### src/core/lpom_map.svh
// Purpose: register map, field positions and reset values of the LED pin output mux
// Assumes: 32-bit APB, one aligned word per register, index times four is the byte address
// Notes: definitions only
`ifndef LPOM_MAP_SVH
`define LPOM_MAP_SVH

// ==========================================================
// Register indices and byte addresses
`define LPOM_IDX_POLCFG 14'h0451
`define LPOM_IDX_SRCSEL 14'h0452
`define LPOM_IDX_PINSTAT 14'h0460
`define LPOM_ADDR_POLCFG ({`LPOM_IDX_POLCFG, 2'b00})
`define LPOM_ADDR_SRCSEL ({`LPOM_IDX_SRCSEL, 2'b00})
`define LPOM_ADDR_PINSTAT ({`LPOM_IDX_PINSTAT, 2'b00})

// ==========================================================
// Polarity and compliance configuration fields
`define LPOM_POL0_BIT 0
`define LPOM_POL1_BIT 3
`define LPOM_CSEL_LSB 9
`define LPOM_CSEL_MSB 11
`define LPOM_POLCFG_WMASK 16'h0e09
`define LPOM_POLCFG_RST 16'h0000

// ==========================================================
// Pin source select fields
`define LPOM_SEL0_LSB 0
`define LPOM_SEL0_MSB 2
`define LPOM_SEL1_LSB 8
`define LPOM_SEL1_MSB 10
`define LPOM_SRCSEL_WMASK 16'h0707
`define LPOM_SRCSEL_RST 16'h0000

// ==========================================================
// Widths
`define LPOM_REG_W 16
`define LPOM_NUM_PINS 2
`define LPOM_NUM_COMPL 6

`endif

### src/core/lpom_pkg.sv
// Purpose: types shared by the LED pin output mux
// Assumes: nothing beyond the map header
// Notes: codes match the source and compliance select fields
package lpom_pkg;

   // ==========================================================
   // Pin source select codes
   typedef enum logic [2:0] {
      LPOM_SRC_FUNC  = 3'b000,
      LPOM_SRC_RSVD  = 3'b001,
      LPOM_SRC_MATCH = 3'b010,
      LPOM_SRC_UVOLT = 3'b011,
      LPOM_SRC_IRQ   = 3'b100,
      LPOM_SRC_COMPL = 3'b101,
      LPOM_SRC_LOW   = 3'b110,
      LPOM_SRC_HIGH  = 3'b111
   } lpom_src_t;

   // ==========================================================
   // Compliance signal select codes, 110 and 111 unused
   typedef enum logic [2:0] {
      LPOM_CS_LOC_RCVR  = 3'b000,
      LPOM_CS_REM_RCVR  = 3'b001,
      LPOM_CS_LOC_SNR   = 3'b010,
      LPOM_CS_REM_READY = 3'b011,
      LPOM_CS_PMA_WDOG  = 3'b100,
      LPOM_CS_LINK_SYNC = 3'b101
   } lpom_csel_t;

endpackage

### src/core/lpom_sel_if.sv
// Purpose: carries the sources and settings of one indicator pin to its mux
// Assumes: all signals on the register clock
// Notes: level is combinational, registered by the top
`timescale 1ns/100ps
interface lpom_sel_if;
   lpom_pkg::lpom_src_t src;
   lpom_pkg::lpom_csel_t csel;
   logic pol;
   logic func;
   logic match;
   logic uvolt;
   logic irq;
   logic [5:0] compl;
   logic level;

   // Mux side and control side
   modport mux (input src, csel, pol, func, match, uvolt, irq, compl, output level);
   modport ctl (output src, csel, pol, func, match, uvolt, irq, compl, input level);
endinterface

### src/core/lpom_top.sv
// Purpose: APB register file and output mux for the two indicator pins
// Assumes: all sources on clk_in; APB master keeps the request until pready
// Notes: pins are registered, one cycle after the selection settles
// Functional notes
// - Pin 0 select in bits 2-0 resets to 000, which shows its normal indicator function.
// - Pin 0 codes 010 data match, 011 under-voltage, 100 interrupt, 110 low, 111 high, 001 reserved.
// - Pin 0 code 101 shows the compliance signal picked by the compliance select.
// - Pin 1 select in bits 10-8 resets to 000, which shows its indicator function.
// - Pin 1 decodes like pin 0, with 101 giving the compliance signal.
// - Compliance select in bits 11-9, reset 000, picks one of six compliance signals.
// - Read-write bit 0, reset 0, sets the polarity of pin 0.
// - Read-write bit 3, reset 0, sets the polarity of pin 1.
//
// Register access over APB was chosen for this implementation.
`timescale 1ns/100ps
`include "lpom_map.svh"
module lpom_top (
   input wire logic clk_in,
   input wire logic rst_in,
   input wire logic ce_in,
   input wire logic psel_in,
   input wire logic penable_in,
   input wire logic pwrite_in,
   input wire logic [15:0] paddr_in,
   input wire logic [31:0] pwdata_in,
   input wire logic [3:0] pstrb_in,
   output logic [31:0] prdata_out,
   output logic pready_out,
   output logic pslverr_out,
   input wire logic [1:0] led_func_in,
   input wire logic data_match_in,
   input wire logic undervolt_in,
   input wire logic irq_in,
   input wire logic [5:0] compl_status_in,
   output logic [1:0] led_pin_out
);
   logic [15:0] polcfg_q;
   logic [15:0] srcsel_q;
   logic [1:0] led_q;
   logic valid_q;
   logic [31:0] rdata_q;
   logic err_q;
   logic acc_done;
   logic wr_polcfg;
   logic wr_srcsel;
   logic [15:0] rd_val;
   logic rd_err;
   logic [1:0] level;
   logic [1:0] pol;
   lpom_pkg::lpom_csel_t csel;

   // ==========================================================
   // Byte lane merge of a register write
   function automatic logic [15:0] lane_merge(input logic [15:0] old_v,
                                              input logic [31:0] wdata,
                                              input logic [3:0] strb,
                                              input logic [15:0] wmask);
      logic [15:0] nv;
      nv = old_v;
      if (strb[0]) begin
         nv[7:0] = wdata[7:0];
      end
      if (strb[1]) begin
         nv[15:8] = wdata[15:8];
      end
      return nv & wmask;
   endfunction

   // ==========================================================
   // APB handshake
   // Access completes on the edge where pready is seen
   assign acc_done = psel_in && penable_in && pready_out;
   assign pready_out = psel_in && penable_in && valid_q && ce_in;
   assign prdata_out = rdata_q;
   assign pslverr_out = err_q;
   assign wr_polcfg = acc_done && pwrite_in && (paddr_in == `LPOM_ADDR_POLCFG);
   assign wr_srcsel = acc_done && pwrite_in && (paddr_in == `LPOM_ADDR_SRCSEL);

   // Read data and error decode
   always_comb begin
      rd_val = 16'h0000;
      rd_err = 1'b0;
      if (paddr_in == `LPOM_ADDR_POLCFG) begin
         rd_val = polcfg_q;
      end else if (paddr_in == `LPOM_ADDR_SRCSEL) begin
         rd_val = srcsel_q;
      end else if (paddr_in == `LPOM_ADDR_PINSTAT) begin
         rd_val = {14'h0000, led_q};
      end else begin
         rd_err = 1'b1;
      end
   end

   // Answer captured in the setup cycle, released after access
   always_ff @(posedge clk_in or posedge rst_in) begin
      if (rst_in) begin
         valid_q <= 1'b0;
         rdata_q <= 32'h0000_0000;
         err_q <= 1'b0;
      end else if (ce_in) begin
         if (acc_done) begin
            valid_q <= 1'b0;
         end else if (psel_in && !valid_q) begin
            valid_q <= 1'b1;
            rdata_q <= pwrite_in ? 32'h0000_0000 : {16'h0000, rd_val};
            err_q <= rd_err;
         end
      end
   end

   // ==========================================================
   // Configuration registers
   // polarity and compliance write
   always_ff @(posedge clk_in or posedge rst_in) begin
      if (rst_in) begin
         polcfg_q <= `LPOM_POLCFG_RST;
      end else if (ce_in && wr_polcfg) begin
         polcfg_q <= lane_merge(polcfg_q, pwdata_in, pstrb_in, `LPOM_POLCFG_WMASK);
      end
   end

   // source select write, reset to normal function
   always_ff @(posedge clk_in or posedge rst_in) begin
      if (rst_in) begin
         srcsel_q <= `LPOM_SRCSEL_RST;
      end else if (ce_in && wr_srcsel) begin
         srcsel_q <= lane_merge(srcsel_q, pwdata_in, pstrb_in, `LPOM_SRCSEL_WMASK);
      end
   end

   // ==========================================================
   // Pin muxes
   // one compliance select for both pins
   assign csel = lpom_pkg::lpom_csel_t'(polcfg_q[`LPOM_CSEL_MSB:`LPOM_CSEL_LSB]);
   assign pol = {polcfg_q[`LPOM_POL1_BIT], polcfg_q[`LPOM_POL0_BIT]};

   generate
      for (genvar i = 0; i < `LPOM_NUM_PINS; i++) begin : g_pin
         lpom_sel_if u_if ();
         if (i == 0) begin : g_src0
            assign u_if.src =
               lpom_pkg::lpom_src_t'(srcsel_q[`LPOM_SEL0_MSB:`LPOM_SEL0_LSB]);
         end else begin : g_src1
            assign u_if.src =
               lpom_pkg::lpom_src_t'(srcsel_q[`LPOM_SEL1_MSB:`LPOM_SEL1_LSB]);
         end
         assign u_if.csel = csel;
         assign u_if.pol = pol[i];
         assign u_if.func = led_func_in[i];
         assign u_if.match = data_match_in;
         assign u_if.uvolt = undervolt_in;
         assign u_if.irq = irq_in;
         assign u_if.compl = compl_status_in;
         assign level[i] = u_if.level;
         lpom_pin_sel u_sel (
            .sel_if(u_if.mux)
         );
      end
   endgenerate

   always_ff @(posedge clk_in or posedge rst_in) begin
      if (rst_in) begin
         led_q <= 2'b00;
      end else if (ce_in) begin
         led_q <= level;
      end
   end

   assign led_pin_out = led_q;
endmodule

### src/core/lpom_pin_sel.sv
// Purpose: source mux and polarity for one indicator pin
// Assumes: select values already registered by the top
// Notes: purely combinational
`timescale 1ns/100ps
module lpom_pin_sel (
   lpom_sel_if.mux sel_if
);
   logic raw;
   logic compl_bit;

   always_comb begin
      case (sel_if.csel)
         lpom_pkg::LPOM_CS_LOC_RCVR: compl_bit = sel_if.compl[0];
         lpom_pkg::LPOM_CS_REM_RCVR: compl_bit = sel_if.compl[1];
         lpom_pkg::LPOM_CS_LOC_SNR: compl_bit = sel_if.compl[2];
         lpom_pkg::LPOM_CS_REM_READY: compl_bit = sel_if.compl[3];
         lpom_pkg::LPOM_CS_PMA_WDOG: compl_bit = sel_if.compl[4];
         lpom_pkg::LPOM_CS_LINK_SYNC: compl_bit = sel_if.compl[5];
         default: compl_bit = 1'b0;
      endcase
   end

   always_comb begin
      unique case (sel_if.src)
         lpom_pkg::LPOM_SRC_FUNC: raw = sel_if.func;
         lpom_pkg::LPOM_SRC_RSVD: raw = 1'b0;
         lpom_pkg::LPOM_SRC_MATCH: raw = sel_if.match;
         lpom_pkg::LPOM_SRC_UVOLT: raw = sel_if.uvolt;
         lpom_pkg::LPOM_SRC_IRQ: raw = sel_if.irq;
         lpom_pkg::LPOM_SRC_COMPL: raw = compl_bit;
         lpom_pkg::LPOM_SRC_LOW: raw = 1'b0;
         lpom_pkg::LPOM_SRC_HIGH: raw = 1'b1;
      endcase
   end

   assign sel_if.level = raw ^ sel_if.pol;
endmodule

### config.mk
export PLATFORM = sky130hd
export DESIGN_NAME = lpom_top
export DESIGN_NICKNAME = d
export VERILOG_FILES = /design/src/core/lpom_pkg.sv /design/src/core/lpom_sel_if.sv /design/src/core/lpom_top.sv /design/src/core/lpom_pin_sel.sv
export VERILOG_INCLUDE_DIRS = /design/src /design/src/core
export SDC_FILE = /design/constraint.sdc
export NUM_CORES = 1
export LEC_CHECK = 0
export ABC_AREA = 0
export BUFFER_PORTS_ARGS = -buffer_cell sky130_fd_sc_hd__buf_2
export CAP_MARGIN = 25
export CORE_MARGIN = 8
export CORE_UTILIZATION = 30
export DETAILED_ROUTE_END_ITERATION = 7
export GPL_TIMING_DRIVEN = 1
export SLEW_MARGIN = 10
export SYNTH_ARGS = -nofsm -noshare
export SYNTH_HDL_FRONTEND = slang
export SYNTH_SLANG_ARGS = --single-unit
### constraint.sdc
create_clock -name clk_in -period 1.6 [get_ports clk_in]
set_clock_uncertainty 0.1 [all_clocks]
set_input_delay 0.32 -clock clk_in [delete_from_list [all_inputs] [get_ports clk_in]]
set_output_delay 0.32 -clock clk_in [all_outputs]
set_load 0.1 [all_outputs]
==> parameters.txt <==
Parameter                              Value

Cells and area
  Footprint of the multi-input gates ... 887 sq um
  Post-route cell area ... 2070 sq um
  Number of filler cells placed in the layout ... 474
  Sequential cell area ... 576 sq um
  Number of nets in the final layout ... 289
  Diode count ... 0
  Fraction of layout instances using a drive strength above 1 ... 0.534
  Layout-stage area growth over the synthesis result ... 46.0%
  Utilization of the core after routing ... 0.448

Pwr
  Leakage ... 1.01 nW
  Peak supply drop ... 340 uV
  Power density cells ... 729 nW/um^2

Yosys
  Most frequent cells after synthesis ... buf_4 (25), dfrtp_1 (23), mux2_2 (11), nor2_1 (10), nand2_1 (9)
  YS warnings ... 0
  Gate Count Post-Synth ... 139
  Post-synthesis async set-or-reset flop share ... 1.00
  Netlist area before placement ... 1420 sq um
  Library cell with the highest instance count after synthesis ... buf_4
  Top area cells in the synthesized netlist ... dfrtp_1 (41%), buf_4 (13%), mux2_2 (8.7%), nor2_1 (2.6%), a22o_1 (2.5%)
  Share of synthesized area occupied by flip-flops and latches ... 0.405
  Library cells used by synthesis ... 39
  Post-synth EDFFs ... 0
  Fraction of post-synthesis cell area in the top cell type by area ... 0.405
  Yosys top cell by area ... dfrtp_1
  Synthesized area per cell ... 10.2 sq um
  Primary flip-flop cell chosen by synthesis mapping ... dfrtp_1
  Synth Register Bits ... 23

Die
  Initial Util ... 0.307
  Height of the die ... 84.8 um
  Area inside the core boundary ... 4630 sq um
  Horizontal die dimension ... 84.8 um
  Top-level I/O count ... 105
  Num rows ... 25
  Area of the die ... 7190 sq um

Global route
  Number of global-route vias before repair ... 1366
  Final global-route overflow total ... 0
  Combined global-route utilization of all metal layers ... 0.111
  Wire length of the first global-routing pass ... 6.49 mm
  Largest net degree at the start of global routing ... 24
  Number of antenna violations at the first check in global routing ... 0

Critical path
  CP Data Arrival Time ... 1.91 ns
  Start of the worst register-to-register path ... polcfg_q[9]$_DFFE_PP0P_
  Timing endpoint of the critical path ... prdata_out[11]$_DFFE_PP0P_
  Worst setup path startpoint ... paddr_in[13]
  Cell depth of the worst flop-to-flop path ... 5
  Reg-to-reg endpoint ... led_pin_out[0]$_DFFE_PP0P_
  Crit. End Element ... flop
  Setup Crit Path Kind ... in2reg
  Worst endpoint required time ... 1.71 ns
  Worst-case register-to-register setup slack ... -0.16 ns
  CP max FO ... 3
  Crit start category ... input pin

Detailed routing
  Via density per instance ... 4.68
  DRC violations left ... 0
  Via count ... 1279
  Average wire length per cell after detail routing ... 14.5 um
  Post-route antenna net violation count ... 0
  Drt first-iter violations ... 36
  Routed wire length ... 3.95 mm
  Detailed-routing iteration count for the pre-antenna-repair pass ... 4

CTS
  Clock insertion delay at the later pin of the skew report ... 0.27 ns
  Clk root buf ... clkbuf_8
  Clock-pin transition on the worst setup and hold timing paths ... 0.08 ns
  TritonCTS buffer count ... 3
  Sink Count ... 23
  Clock tree from TritonCTS ... yes
  Number of H-tree levels ... 1
  Buffer levels on the longest clock path ... 2

STA
  Final sum of negative setup slack ... -2.97 ns
  Finish-stage setup viols ... 21
  Final critical delay including setup and external delays ... 1.80 ns
  Final hold viol count ... 0
  Worst Slack Setup Final ... -0.198 ns
  Achievable clock frequency ... 556 MHz
  Slew Limit Fails ... 0
  Ratio of final minimum period to clock period ... 1.12
  RSZ-0062 raised after global routing ... yes

Outcome
  Outcome ... complete, but fails checks
  Violated checks ... setup timing

Worst hold path
  Worst Hold Class ... in2reg

Flow run
  Max-capacitance violation count ... 0

Placement
  IO Port Bufs ... 54
  Placer congestion estimate ... 0.759
  HPWL after detailed placement ... 3.29 mm
  Placed Area ... 1870 sq um
  Pre-CTS setup slack ... -0.539 ns
## worst min-delay path by stage
stage / startpoint / endpoint / slack (ns) / depth (start not counted)
floorplan: rst_in / led_pin_out[0]$_DFFE_PP0P_ / 0.22 / 1
global placement: rst_in / prdata_out[10]$_DFFE_PP0P_ / 0.27 / 3
detailed placement: rst_in / polcfg_q[11]$_DFFE_PP0P_ / 0.28 / 3
CTS: pwdata_in[11] / polcfg_q[11]$_DFFE_PP0P_ / 0.18 / 2
global route: pwdata_in[2] / srcsel_q[2]$_DFFE_PP0P_ / 0.18 / 2
finish: pwdata_in[11] / polcfg_q[11]$_DFFE_PP0P_ / 0.18 / 2
## placed cells by master (no fill, tap or decap), types with 2 or more instances in the layout
cell type / synthesis / final
a22o_1: 4 / 4
inv_1: 5 / 5
xor2_1: 2 / 2
buf_2: 0 / 52
a22o_2: 2 / 2
nor2_1: 10 / 4
nor4b_1: 2 / 2
nor3_1: 4 / 3
buf_4: 25 / 22
o21ai_0: 4 / 2
mux2_4: 0 / 11
or4b_4: 1 / 2
nand2_4: 0 / 2
nor2b_1: 3 / 3
dfrtp_1: 23 / 23
clkbuf_8: 0 / 3
o21ai_1: 0 / 2
conb_1: 1 / 24
nand2b_1: 2 / 2
buf_6: 0 / 2
nand2_1: 9 / 6
nand3b_1: 3 / 3
nor2_4: 0 / 7
a21oi_1: 3 / 3
a221o_1: 3 / 3
or3_4: 2 / 2
## through the flow
stage / cells / hold slack, ns / power [mW]
6_report: 273 / 0.184 / 1.51
5_1_grt: 273 / 0.179 / 1.57
4_1_cts: 273 / 0.182 / 1.52
3_5_place_dp: 267 / 0.280 / 1.15
3_3_place_gp: 267 / 0.274 / 1.15
2_1_floorplan: 162 / 0.222 / 1.07
## power breakdown
part,internal [mW],total [mW],switching [mW]
Sequential,0.598,0.608,0.00986
Combinational,0.107,0.541,0.434
Clock,0.174,0.362,0.188
Total,0.879,1.51,0.632
## area by class of cell
cell class              count  share of cell area
multi-input cells         109               0.428
flip-flops and latches     23               0.278
repair buffers             78               0.231
well taps                  54              0.0326
clock buffers               3              0.0199
inverters                   5             0.00905
clock inverters             1             0.00241
## cells by family (layout without fill, tap and decap cells)
kind of cell,count (synthesis),in the layout,share of synthesized area
buf+inv,30,87,0.145
other cells,1,24,0.00264
flops,23,23,0.405
compound gates,25,25,0.135
mux,13,13,0.110
xor+xnor,2,2,0.0123
simple gates,45,45,0.189
## worst max-delay path: stages
cell and delay, ns:
buf_6 0.09, or4b_4 0.54, or3_4 0.38, or3_4 0.36, nor2_4 0.09, a22o_2 0.12
## layer usage
layer | global-route usage | wire [um]
met1 | 0.120 | 1570
met3 | 0.0478 | 384
met2 | 0.197 | 1970
met5 | 0 | 0
met4 | 0.0243 | 24
## state kept, by name, indices dropped and copies added (netlist names)
register	count
led_pin_out	2
polcfg_q	5
prdata_out	8
pslverr_out	1
srcsel_q	6
valid_q	1
## repair_timing
item / in CTS / in global routing
hold endpoints to repair: 23 / 0
hold buffers: 1 / 0
gates resized for setup: 28 / 3
setup endpoints to repair: 21 / 23
gates cloned: 0 / 0
pin swaps: 10 / 7
buffers inserted: 1 / 0
Power figures use the tool's default switching activity.
